`src/asc_consts.svh`:
```
// Purpose: offsets, field positions, reset values and timing counts of the
//   converter sequencer control block.
// Assumes: 20 MHz pclk, APB with 32-bit data, byte addresses.
// Notes: result words sit at ASC_RES_BASE + 4*n; byte views at ASC_RESH_BASE.
`ifndef ASC_CONSTS_SVH
`define ASC_CONSTS_SVH

// register byte offsets
`define ASC_MODE0_OFS 8'h00
`define ASC_MODE2_OFS 8'h04
`define ASC_CHSEL_OFS 8'h08
`define ASC_CMPM_OFS 8'h0c
`define ASC_THR_OFS 8'h10
`define ASC_RES_BASE 8'h40
`define ASC_RESH_BASE 8'h80
// mode 0 fields
`define ASC_M0_ENABLE 7
`define ASC_M0_OPMODE_HI 6
`define ASC_M0_OPMODE_LO 5
`define ASC_M0_EDGE_HI 4
`define ASC_M0_EDGE_LO 3
`define ASC_M0_HWTRIG 2
`define ASC_M0_ACTIVE 0
// compare mode fields
`define ASC_CMP_ENABLE 7
`define ASC_CMP_DIR 6
// reset values
`define ASC_REG_RESET 8'h00
`define ASC_RES_RESET 10'h000
// timing: sampling interval in ns and its cycle count (rounded up)
`define ASC_CLK_NS 50
`define ASC_SAMPLE_NS 800
`define ASC_SAMPLE_CYC ((`ASC_SAMPLE_NS + `ASC_CLK_NS - 1) / `ASC_CLK_NS)

`endif

```
`src/asc_pkg.sv`:
```
// Purpose: types shared by the converter sequencer control block.
// Assumes: constants live in asc_consts.svh.
// Notes: enums carry no explicit codes except where software sees them.
`default_nettype none

package asc_pkg;

  // apb request from the master
  typedef struct packed {
    logic psel;
    logic penable;
    logic pwrite;
    logic [7:0] paddr;
    logic [31:0] pwdata;
  } asc_apb_req_type;

  // operation mode field as software writes it
  typedef enum logic [1:0] {
    ASC_CONT_SELECT = 2'h0,
    ASC_CONT_SCAN = 2'h1,
    ASC_ONESHOT_A = 2'h2,
    ASC_ONESHOT_SCAN = 2'h3
  } asc_opmode_type;

  typedef enum logic [1:0] {
    ASC_TRIG_PIN = 2'h0,
    ASC_TRIG_TMR0 = 2'h1,
    ASC_TRIG_TMR1 = 2'h2,
    ASC_TRIG_BAD = 2'h3
  } asc_hwtrig_type;

  typedef enum {
    ASC_IDLE,
    ASC_WAIT,
    ASC_SAMPLE,
    ASC_CONV
  } asc_state_type;

endpackage

`default_nettype wire

```
`src/asc_top.sv`:
```
// Purpose: successive-approximation sequencer with triggers, scan modes,
//   threshold-gated conversion-end pulse and an APB register file.
// Assumes: comparator_high is synchronous to pclk and settles in one cycle.
// Notes: prdata is captured in the setup phase, so pready is always high.
`include "asc_consts.svh"
`timescale 1ns/1ps
`default_nettype none

module asc_top #(
  parameter int SAMPLE_CYC = `ASC_SAMPLE_CYC
) (
  input wire logic pclk,
  input wire logic presetn,
  input wire asc_pkg::asc_apb_req_type apb_req,
  output logic [31:0] prdata,
  output logic pready,
  output logic pslverr,
  input wire logic external_trigger_pin,
  input wire logic timer_match_event_0,
  input wire logic timer_match_event_1,
  input wire logic comparator_high,
  output logic [3:0] channel_mux,
  output logic sample_enable,
  output logic [9:0] dac_level,
  output logic conversion_end_irq
);

  // register decode for pslverr, applied to reads and writes alike
  function automatic logic addr_known(input logic [7:0] a);
    addr_known = (a == `ASC_MODE0_OFS) || (a == `ASC_MODE2_OFS) ||
      (a == `ASC_CHSEL_OFS) || (a == `ASC_CMPM_OFS) || (a == `ASC_THR_OFS) ||
      (a[7:6] == 2'h1 && a[1:0] == 2'h0) || (a[7:6] == 2'h2 && a[1:0] == 2'h0);
  endfunction

  logic [7:0] mode0_q;
  logic [1:0] mode2_q;
  logic [3:0] chsel_q;
  logic [1:0] cmpm_q;
  logic [7:0] thr_q;
  logic [9:0] res_q [16];
  asc_pkg::asc_state_type state_q;
  logic [3:0] ch_q;
  logic [9:0] sar_q;
  logic [9:0] trial_q;
  logic [7:0] samp_cnt_q;
  logic finish_then_wait_q;
  logic [31:0] prdata_q;
  logic irq_q;
  logic pin_meta_q;
  logic pin_sync_q;
  logic pin_prev_q;
  logic tmr0_prev_q;
  logic tmr1_prev_q;

  logic wr_acc;
  logic cfg_wr;
  logic enable;
  logic hw_mode;
  logic scan_mode;
  logic oneshot;
  logic active;
  logic trig;
  logic pin_rise;
  logic pin_fall;
  logic [1:0] edge_sel;
  logic last_bit;
  logic [9:0] sar_done;
  logic last_ch;
  logic [7:0] cmp_byte;
  logic cmp_pass;
  logic wr_en_set;
  logic wr_en_clr;
  logic start;
  logic [3:0] first_ch;
  logic [7:0] mode0_nx;
  logic [3:0] chsel_nx;

  // access phase write, and writes that count as reconfiguration
  assign wr_acc = apb_req.psel & apb_req.penable & apb_req.pwrite;
  assign cfg_wr = wr_acc & ((apb_req.paddr == `ASC_MODE0_OFS) |
    (apb_req.paddr == `ASC_MODE2_OFS) | (apb_req.paddr == `ASC_CHSEL_OFS) |
    (apb_req.paddr == `ASC_CMPM_OFS) | (apb_req.paddr == `ASC_THR_OFS));
  assign wr_en_set = wr_acc & (apb_req.paddr == `ASC_MODE0_OFS) &
    apb_req.pwdata[`ASC_M0_ENABLE] & ~mode0_q[`ASC_M0_ENABLE];
  assign wr_en_clr = wr_acc & (apb_req.paddr == `ASC_MODE0_OFS) &
    ~apb_req.pwdata[`ASC_M0_ENABLE];

  assign enable = mode0_q[`ASC_M0_ENABLE];
  assign hw_mode = mode0_q[`ASC_M0_HWTRIG];
  assign scan_mode = mode0_q[`ASC_M0_OPMODE_LO];
  assign oneshot = mode0_q[`ASC_M0_OPMODE_HI];
  assign edge_sel = {mode0_q[`ASC_M0_EDGE_HI], mode0_q[`ASC_M0_EDGE_LO]};
  assign active = (state_q == asc_pkg::ASC_SAMPLE) | (state_q == asc_pkg::ASC_CONV);
  // a start or restart caused by a write must see the value being written,
  // not the one it replaces, or a first enable would use the old mode
  assign mode0_nx = (wr_acc && apb_req.paddr == `ASC_MODE0_OFS) ? apb_req.pwdata[7:0] :
    mode0_q;
  assign chsel_nx = (wr_acc && apb_req.paddr == `ASC_CHSEL_OFS) ? apb_req.pwdata[3:0] :
    chsel_q;
  assign first_ch = mode0_nx[`ASC_M0_OPMODE_LO] ? 4'h0 : chsel_nx;

  // software-visible configuration registers
  always_ff @(posedge pclk or negedge presetn)
  begin
    if (!presetn)
    begin
      mode0_q <= `ASC_REG_RESET;
      mode2_q <= 2'h0;
      chsel_q <= 4'h0;
      cmpm_q <= 2'h0;
      thr_q <= `ASC_REG_RESET;
    end
    else if (wr_acc)
    begin
      case (apb_req.paddr)
        `ASC_MODE0_OFS: mode0_q <= {apb_req.pwdata[7:1], 1'b0};
        `ASC_MODE2_OFS: mode2_q <= apb_req.pwdata[1:0];
        `ASC_CHSEL_OFS: mode0_q <= mode0_q;
        `ASC_CMPM_OFS: cmpm_q <= apb_req.pwdata[7:6];
        `ASC_THR_OFS: thr_q <= apb_req.pwdata[7:0];
        default: mode0_q <= mode0_q;
      endcase
      if (apb_req.paddr == `ASC_CHSEL_OFS)
      begin
        chsel_q <= apb_req.pwdata[3:0];
      end
    end
  end

  // read data is fetched in the setup phase so the access phase never waits
  always_ff @(posedge pclk or negedge presetn)
  begin
    if (!presetn)
    begin
      prdata_q <= 32'h0000_0000;
    end
    else if (apb_req.psel & ~apb_req.penable)
    begin
      prdata_q <= 32'h0000_0000;
      case (apb_req.paddr)
        `ASC_MODE0_OFS: prdata_q <= {24'h00_0000, mode0_q[7:1], active};
        `ASC_MODE2_OFS: prdata_q <= {30'h0000_0000, mode2_q};
        `ASC_CHSEL_OFS: prdata_q <= {28'h000_0000, chsel_q};
        `ASC_CMPM_OFS: prdata_q <= {24'h00_0000, cmpm_q, 6'h00};
        `ASC_THR_OFS: prdata_q <= {24'h00_0000, thr_q};
        default:
        begin
          if (apb_req.paddr[7:6] == 2'h1)
          begin
            prdata_q <= {16'h0000, res_q[apb_req.paddr[5:2]], 6'h00};
          end
          else if (apb_req.paddr[7:6] == 2'h2)
          begin
            prdata_q <= {24'h00_0000, res_q[apb_req.paddr[5:2]][9:2]};
          end
        end
      endcase
    end
  end

  assign prdata = prdata_q;
  assign pready = 1'b1;
  assign pslverr = apb_req.psel & apb_req.penable & ~addr_known(apb_req.paddr);

  // trigger pin passes two flops before edge detection
  always_ff @(posedge pclk or negedge presetn)
  begin
    if (!presetn)
    begin
      pin_meta_q <= 1'b0;
      pin_sync_q <= 1'b0;
      pin_prev_q <= 1'b0;
      tmr0_prev_q <= 1'b0;
      tmr1_prev_q <= 1'b0;
    end
    else
    begin
      pin_meta_q <= external_trigger_pin;
      pin_sync_q <= pin_meta_q;
      pin_prev_q <= pin_sync_q;
      tmr0_prev_q <= timer_match_event_0;
      tmr1_prev_q <= timer_match_event_1;
    end
  end

  // edge select: 00 falling, 01 rising, 1x both
  assign pin_rise = pin_sync_q & ~pin_prev_q;
  assign pin_fall = ~pin_sync_q & pin_prev_q;
  always_comb
  begin
    trig = 1'b0;
    case (asc_pkg::asc_hwtrig_type'(mode2_q))
      asc_pkg::ASC_TRIG_PIN:
        trig = (edge_sel == 2'h1) ? pin_rise :
          (edge_sel == 2'h0) ? pin_fall : (pin_rise | pin_fall);
      asc_pkg::ASC_TRIG_TMR0: trig = timer_match_event_0 & ~tmr0_prev_q;
      asc_pkg::ASC_TRIG_TMR1: trig = timer_match_event_1 & ~tmr1_prev_q;
      default: trig = 1'b0; // prohibited setting never triggers
    endcase
    trig = trig & enable & hw_mode;
  end

  // completion of the tenth trial and the compare decision
  assign last_bit = trial_q[0];
  assign sar_done = comparator_high ? sar_q : (sar_q & ~trial_q);
  assign last_ch = scan_mode ? (ch_q == chsel_q) : 1'b1;
  assign cmp_byte = (scan_mode && ch_q != 4'h0) ? res_q[0][9:2] : sar_done[9:2];
  assign cmp_pass = ~cmpm_q[1] |
    (cmpm_q[0] ? (cmp_byte < thr_q) : (cmp_byte >= thr_q));
  assign start = (~mode0_nx[`ASC_M0_HWTRIG] & wr_en_set) | trig;

  // sequencer: idle, await trigger, sample, ten trials
  always_ff @(posedge pclk or negedge presetn)
  begin
    if (!presetn)
    begin
      state_q <= asc_pkg::ASC_IDLE;
      ch_q <= 4'h0;
      sar_q <= 10'h000;
      trial_q <= 10'h000;
      samp_cnt_q <= 8'h00;
      finish_then_wait_q <= 1'b0;
      irq_q <= 1'b0;
    end
    else
    begin
      irq_q <= 1'b0;
      if (wr_en_clr)
      begin
        state_q <= asc_pkg::ASC_IDLE;
        finish_then_wait_q <= 1'b0;
      end
      else if (start || (~hw_mode && cfg_wr && active))
      begin
        // fresh start or restart from the beginning
        state_q <= asc_pkg::ASC_SAMPLE;
        ch_q <= first_ch;
        samp_cnt_q <= 8'(SAMPLE_CYC - 1);
        finish_then_wait_q <= 1'b0;
      end
      else if (wr_en_set)
      begin
        state_q <= asc_pkg::ASC_WAIT;
      end
      else if (hw_mode && cfg_wr && active && mode2_q != 2'h0)
      begin
        state_q <= asc_pkg::ASC_WAIT;
      end
      else
      begin
        if (hw_mode && cfg_wr && active)
        begin
          finish_then_wait_q <= 1'b1;
        end
        case (state_q)
          asc_pkg::ASC_SAMPLE:
          begin
            // input tracked until the count ends, held afterwards
            if (samp_cnt_q == 8'h00)
            begin
              state_q <= asc_pkg::ASC_CONV;
              sar_q <= 10'h200;
              trial_q <= 10'h200;
            end
            else
            begin
              samp_cnt_q <= samp_cnt_q - 8'h01;
            end
          end
          asc_pkg::ASC_CONV:
          begin
            if (!last_bit)
            begin
              sar_q <= sar_done | (trial_q >> 1);
              trial_q <= trial_q >> 1;
            end
            else
            begin
              // all ten bits resolved: result kept, pulse gated
              irq_q <= last_ch & cmp_pass;
              samp_cnt_q <= 8'(SAMPLE_CYC - 1);
              trial_q <= 10'h000;
              finish_then_wait_q <= 1'b0;
              if (finish_then_wait_q)
              begin
                state_q <= asc_pkg::ASC_WAIT;
              end
              else if (!last_ch)
              begin
                state_q <= asc_pkg::ASC_SAMPLE;
                ch_q <= ch_q + 4'h1;
              end
              else if (hw_mode)
              begin
                state_q <= asc_pkg::ASC_WAIT;
              end
              else if (oneshot)
              begin
                state_q <= asc_pkg::ASC_IDLE;
              end
              else
              begin
                state_q <= asc_pkg::ASC_SAMPLE;
                ch_q <= first_ch;
              end
            end
          end
          asc_pkg::ASC_WAIT: state_q <= asc_pkg::ASC_WAIT;
          asc_pkg::ASC_IDLE: state_q <= asc_pkg::ASC_IDLE;
          default: state_q <= asc_pkg::ASC_IDLE;
        endcase
      end
    end
  end

  // result store on the last trial, whatever the compare says
  always_ff @(posedge pclk or negedge presetn)
  begin
    if (!presetn)
    begin
      for (int i = 0; i < 16; i++)
      begin
        res_q[i] <= `ASC_RES_RESET;
      end
    end
    else if (state_q == asc_pkg::ASC_CONV && last_bit && !wr_en_clr && !start &&
      !(cfg_wr && (!hw_mode || mode2_q != 2'h0)))
    begin
      res_q[ch_q] <= sar_done;
    end
  end

  assign channel_mux = ch_q;
  assign sample_enable = (state_q == asc_pkg::ASC_SAMPLE);
  assign dac_level = sar_q;
  assign conversion_end_irq = irq_q;

endmodule

`default_nettype wire

```
`config.mk`:
```
export PLATFORM = sky130hd
export DESIGN_NAME = asc_top
export DESIGN_NICKNAME = d
export VERILOG_FILES = /design/src/asc_pkg.sv /design/src/asc_top.sv
export VERILOG_INCLUDE_DIRS = /design/src
export SDC_FILE = /design/constraint.sdc
export NUM_CORES = 1
export LEC_CHECK = 0
export ABC_AREA = 1
export BUFFER_PORTS_ARGS = -buffer_cell sky130_fd_sc_hd__buf_2
export CORE_UTILIZATION = 45
export CTS_CLUSTER_DIAMETER = 50
export DETAILED_ROUTE_END_ITERATION = 12
export GPL_TIMING_DRIVEN = 0
export SLEW_MARGIN = 20
export SYNTH_ARGS = -nofsm -noshare
export SYNTH_HDL_FRONTEND = slang
export SYNTH_SLANG_ARGS = --single-unit
```
`constraint.sdc`:
```
create_clock -name pclk -period 4.2 [get_ports pclk]
set_input_delay 0.42 -clock pclk [delete_from_list [all_inputs] [get_ports pclk]]
set_output_delay 0.42 -clock pclk [all_outputs]
set_load 0.01 [all_outputs]
```
# Word level (Yosys, flattened, before mapping)
# Index checks and enable logic that the tools add are counted.
dict set report word_totals {
  reg_bits 286
  in_bits 49
  word_cells 227
  output_inout_bits 50
}
dict set report op_classes {
  bitwise 45
  n_addsub 2
  n_reduce_logical 50
  mux 63
  n_lt_le_gt_ge 5
  n_eq_ne 28
}
# op n
set ops {}
lappend ops {{$mux W32} 6}
lappend ops {{$bwmux W160} 1}
lappend ops {{$pmux W32 S3} 1}
lappend ops {{$pmux W16 S5} 1}
lappend ops {{$eq A32 B2 Y1 const B} 2}
lappend ops {{$eq A32 B3 Y1 const B} 2}
lappend ops {{$mux W10} 6}
lappend ops {{$mux W8} 7}
lappend ops {{$mux W4} 11}
lappend ops {{$bmux W10 S4} 1}
lappend ops {{$demux W10 S4} 1}
lappend ops {{$pmux W10 S2} 2}
lappend ops {{$eq A32 B1 Y1 const B} 1}
lappend ops {{$and A1 B1 Y1} 17}
lappend ops {{$mux W1} 17}
lappend ops {{$eq A8 B4 Y1 const B} 2}
lappend ops {{$logic_and A1 B1 Y1} 16}
lappend ops {{$logic_not A8 Y1} 2}
lappend ops {{$mux W16} 1}
lappend ops {{$pmux W8 S2} 1}
lappend ops {{$not A1 Y1} 15}
lappend ops {{$reduce_and A2 Y1} 7}
lappend ops {{$ne A6 B6 Y1 const B} 2}
lappend ops {{$reduce_and A6 Y1} 2}
lappend ops {{other kinds (33)} 69}

# Logic depth before layout (Yosys ltp)
dict set report logic_depth {
  word_depth 15
  depth_mapped 16
  depth_no_buf 15
}

# Worst setup path before layout
# OpenSTA, ideal clock, no wires.
dict set report synth_timing {
  path_type {register -> register}
  startpoint {reg ch_q[0] (netlist: channel_mux[0])}
  endpoint {reg irq_q (netlist: conversion_end_irq)}
  n_path_buf 1
  t_required_ps 4118
  path_stages_with_launch 15
  path_slack_ps 1611
  period_less_slack_ps 2589
  arrival_ps 2507
  path_cell_list {dfrtp_1 > inv_1 > ha_1 > inv_1 > nor3_1 > nor2_1 > clkbuf_1 > o21ai_0 > ha_1 > nand2_1 > nor2_1 > nand3_1 > o31ai_1 > nand3_1 > a31oi_1}
}
dict set report synth_between {
  elab_chain_len 13
  word_cells_on_any_way 16
  cone_classes {2 x order compare; 1 x eq/ne; 9 x mux; 2 x bitwise; 2 x reduce/logical}
}
# item line
set synth_lines {}
lappend synth_lines {{from (decl)} asc_top.sv:42} ;# logic [3:0] ch_q;
lappend synth_lines {{from (signal assigned)} asc_top.sv:237} ;# ch_q <= first_ch;
lappend synth_lines {{from (signal assigned)} asc_top.sv:291} ;# ch_q <= ch_q + 4'h1;
lappend synth_lines {{from (signal assigned)} asc_top.sv:304} ;# ch_q <= first_ch;
lappend synth_lines {{$reduce_bool A4 Y1} asc_top.sv:207} ;# assign cmp_byte = (scan_mode && ch_q != 4'h0) ? res_q[0][9:2] : sar_done[9:2];
lappend synth_lines {{$logic_and A1 B1 Y1} asc_top.sv:207}
lappend synth_lines {{$mux W8} asc_top.sv:207}
lappend synth_lines {{$ge A8 B8 Y1 or $lt A8 B8 Y1 (tied branches)} asc_top.sv:209} ;# (cmpm_q[0] ? (cmp_byte < thr_q) : (cmp_byte >= thr_q));
lappend synth_lines {{$mux W1} asc_top.sv:209}
lappend synth_lines {{$or A1 B1 Y1} asc_top.sv:208} ;# assign cmp_pass = ~cmpm_q[1] |
lappend synth_lines {{$and A1 B1 Y1 (*)} asc_top.sv:280} ;# irq_q <= last_ch & cmp_pass;
lappend synth_lines {{$mux W1 (*)} asc_top.sv:272} ;# if (!last_bit)
lappend synth_lines {{$mux W1 (*)} asc_top.sv:255} ;# case (state_q)
lappend synth_lines {{$mux W1 (*)} asc_top.sv:245} ;# else if (hw_mode && cfg_wr && active && mode2_q != 2'h0)
lappend synth_lines {{$mux W1 (*)} asc_top.sv:241} ;# else if (wr_en_set)
lappend synth_lines {{$mux W1 (*)} asc_top.sv:233} ;# else if (start || (~hw_mode && cfg_wr && active))
lappend synth_lines {{$mux W1 (*)} asc_top.sv:228} ;# if (wr_en_clr)
lappend synth_lines {{to (signal assigned)} asc_top.sv:280}
lappend synth_lines {{to (decl)} asc_top.sv:48} ;# logic irq_q;
# Mark *: on every way between the ends. The rest lies on a longest branch, timed or not.
# A chain may end at the register's enable or synchronous reset.

# Worst setup path after layout
dict set report layout_timing {
  startpoint {reg trial_q[7]}
  endpoint {reg irq_q (netlist: conversion_end_irq)}
}
dict set report layout_between {
  elab_chain_len 14
  word_cells_on_any_way 15
  cone_classes {2 x order compare; 9 x mux; 4 x bitwise}
}
# item line
set layout_lines {}
lappend layout_lines {{from (decl)} asc_top.sv:44} ;# logic [9:0] trial_q;
lappend layout_lines {{from (signal assigned)} asc_top.sv:275} ;# trial_q <= trial_q >> 1;
lappend layout_lines {{$not A10 Y10 (*)} asc_top.sv:205} ;# assign sar_done = comparator_high ? sar_q : (sar_q & ~trial_q);
lappend layout_lines {{$and A10 B10 Y10 (*)} asc_top.sv:205}
lappend layout_lines {{$mux W10 (*)} asc_top.sv:205}
lappend layout_lines {{$mux W8 (*)} asc_top.sv:207}
lappend layout_lines {{$ge A8 B8 Y1 or $lt A8 B8 Y1 (tied branches)} asc_top.sv:209}
lappend layout_lines {{$mux W1 (*)} asc_top.sv:209}
lappend layout_lines {{$or A1 B1 Y1 (*)} asc_top.sv:208}
lappend layout_lines {{$and A1 B1 Y1 (*)} asc_top.sv:280}
lappend layout_lines {{$mux W1 (*)} asc_top.sv:272}
lappend layout_lines {{$mux W1 (*)} asc_top.sv:255}
lappend layout_lines {{$mux W1 (*)} asc_top.sv:245}
lappend layout_lines {{$mux W1 (*)} asc_top.sv:241}
lappend layout_lines {{$mux W1 (*)} asc_top.sv:233}
lappend layout_lines {{$mux W1 (*)} asc_top.sv:228}
# Marked as above.

==> metrics <==
Worst setup SP type=flop; DR DRC count=2; crit end category=flop; die width=between 150 and 200 um; Reg2Reg Setup Slack=0.69 ns; Synth Flop Type=dfrtp_1; hold_sp=external_trigger_pin; Worst-path clk slew=about 0.060 ns; Max VDD drop=around 0.34 mV; HPWL after DPL=between 20000 and 30000 um; commonest non-fill, non-tap cells in the layout=nand2_1 (479), dfrtp_1 (240), inv_1 (104), o21ai_1 (104), o21ai_0 (90); Die Y=roughly 170 um; Power per Cell Area=around 480 nW/um^2; max_cap viols=0; CTS Buf Count=34; largest net degree at the start of global routing=between 80 and 90; final setup fails=0; crit path DAT=3.92 ns; Post-layout nets=approximately 1600; clock skew=about 0.017 ns; Synth Warn #=0; Synth Area per Inst=slightly above 8 um^2; global-route wire length before repair=56300 um; normalized max-slew margin=24.2%; status=finished with violations; num ports=99; # resized after CTS=0; CTS tree=yes; 1st-iter DRT viols=slightly above 1000; Tot GR Track Use=approximately 27%; core footprint=26100 um^2; fin crit share=a little over four fifths; detailed-route vias per instance=~5.4; initial core utilization=between 40% and 50%; RePlAce Congestion=between 0.9 and 1; CP required=around 4.6 ns; routed vias=~10000; vias in the first global route=a little over 10000; maximum net fanout on the critical path=10; layout cell share with drive strength beyond 1=between 10% and 20%; Seq/Total Area, Yosys=about half; static leakage=about 7.0 nW; DR pass1 iterations=9; RSZ-0062 raised after global routing=no; hold path depth=1; Worst-Skew Late Latency=between 0.5 and 0.6 ns; Syn Inst Count=roughly 1400; die area=between 20000 and 30000 um^2; failing checks=design-rule violations; ANT cells=0; final setup TNS=0 ns; fin area=around 14000 um^2; Inst Count DP=about 1900; clock net sink count=240; CTS H-tree depth=2; routed wire length=35300 um; Post-DRT Antenna Nets=0; initial antenna violation count=0; Synth async-reset ratio=100%; fmax=around 280 MHz; area grow syn2layout=16.5%; Crit Path Category=flop to flop; port bufs=between 50 and 60; HP Class=input pin to flop; RR Startpoint=trial_q[7]; WHS Endpoint=pin_meta_q; depth of the most critical reg-to-reg path=11; root buffer cell=clkbuf_16; Final Hold Fails=0; Syn Std Cell Area=between 10000 and 15000 um^2; commonest non-fill, non-tap cell in the layout=nand2_1; #FFs+latches synth=between 200 and 250; Least-Margin Pin Slew=approximately 1.1 ns; Slew Limit Fails=0; Cell Count, Final, Fillers Out=roughly 1900; worst r2r dst=conversion_end_irq; CTS max path bufs=3; Rows=between 50 and 60; final worst path period need=3.51 ns; DP Area=between 10000 and 15000 um^2; GR Overflow Total=0; Distinct cells, synth=40; number of synthesized flops with an enable pin=0; Wirelength per Cell=about 18 um
## registers in the layout, indices dropped and copies added (netlist names), 2 cells and up
register and cells:
channel_mux 4, chsel_q 4, cmpm_q 2, dac_level 10, mode0_q 7, mode2_q 2
prdata 16, res_q 160, samp_cnt_q 8, state_q 2, thr_q 8, trial_q 10
## stage by stage
step / worst slack, ns / util (%) / power, mW / hold slack, ns
after floorplan: 1.61 / - / 3.33 / 0.124
after global placement: -1.73 / 48.8 / 3.80 / 0.336
after detailed placement: 0.435 / 49.1 / 3.83 / 0.339
after CTS: 0.721 / 53.5 / 6.73 / 0.0173
after global routing: 0.453 / 53.5 / 6.98 / 0.0179
final: 0.689 / 53.5 / 6.69 / 0.0278
## worst max-delay path by stage
stage / start / cells after the start / slack [ns] / to
after detailed placement: comparator_high / 11 / 0.43 / conversion_end_irq
after CTS: trial_q[6] / 11 / 0.72 / conversion_end_irq
after global placement: presetn / 1 / -1.73 / samp_cnt_q[1]
after global routing: channel_mux[0] / 14 / 0.45 / conversion_end_irq
after floorplan: channel_mux[0] / 14 / 1.61 / conversion_end_irq
final: trial_q[7] / 11 / 0.69 / conversion_end_irq
## logic make-up after synthesis
kind of cell             Yosys count  share of synthesized area (%)
AO/OA/AOI/OAI                    303                           14.7
XOR/XNOR                           6                          0.438
buffers and inverters            201                           8.52
adder cells (fa/ha/maj)           16                           1.67
other                              2                         0.0626
flip-flops                       240                           50.0
AND/OR/NAND/NOR                  681                           24.5
## final cells by class
type / instances / area, um^2
Fill cell: 2512 / 12200
Buffer: 93 / 617
Sequential cell: 240 / 6010
Tap cell: 335 / 419
Inverter: 108 / 405
Timing Repair Buffer: 59 / 355
Multi-Input combinational cell: 1023 / 5030
Clock inverter: 15 / 184
Clock buffer: 45 / 966
## cells in the mapped netlist, types with 16 or more instances
| master | count | share of area, % |
|---|---|---|
| o21ai_0 | 90 | 3.8 |
| ha_1 | 16 | 1.7 |
| nand3_1 | 71 | 3.0 |
| inv_1 | 104 | 3.3 |
| o21ai_1 | 104 | 4.3 |
| nand4_1 | 25 | 1.3 |
| buf_6 | 21 | 2.0 |
| dfrtp_1 | 240 | 50 |
| nand2_1 | 479 | 15 |
| a21oi_1 | 19 | 0.79 |
| nor2_1 | 54 | 1.7 |
| buf_2 | 16 | 0.67 |
| a22oi_1 | 49 | 3.1 |
| clkbuf_1 | 34 | 1.1 |
| buf_4 | 21 | 1.3 |
## report_power, final
group	internal, mW	total (mW)	switching (mW)	leakage, nW
Combinational	0.345	1.26	0.915	3.20
Sequential	2.43	2.53	0.0993	3.23
Clock	1.82	2.90	1.08	0.552
## worst max-delay path: stages, from the launching register on
cell      delay [ns]
dfrtp_1         0.36
inv_1           0.06
o21ai_1         0.86
clkbuf_1        0.70
o21ai_0         0.27
ha_1            0.35
nand2_1         0.05
nor2_1          0.14
nand3_1         0.09
o31ai_1         0.20
nand3_1         0.11
a31oi_1         0.22
## layer usage
layer  routed length [um]  track usage (%)  share of wire (%)
met5                    0                0                  0
met2                15700             41.8                 45
met1                16500             38.9                 47
met3                 1920             4.00                5.4
met4                 1150             9.59                3.3
## repair_timing
action | CTS | global route
hold buffers | 1 | 0
hold endpoints to repair | 74 | 0
setup buffers | 0 | 0
Power figures use the tool's default switching activity.
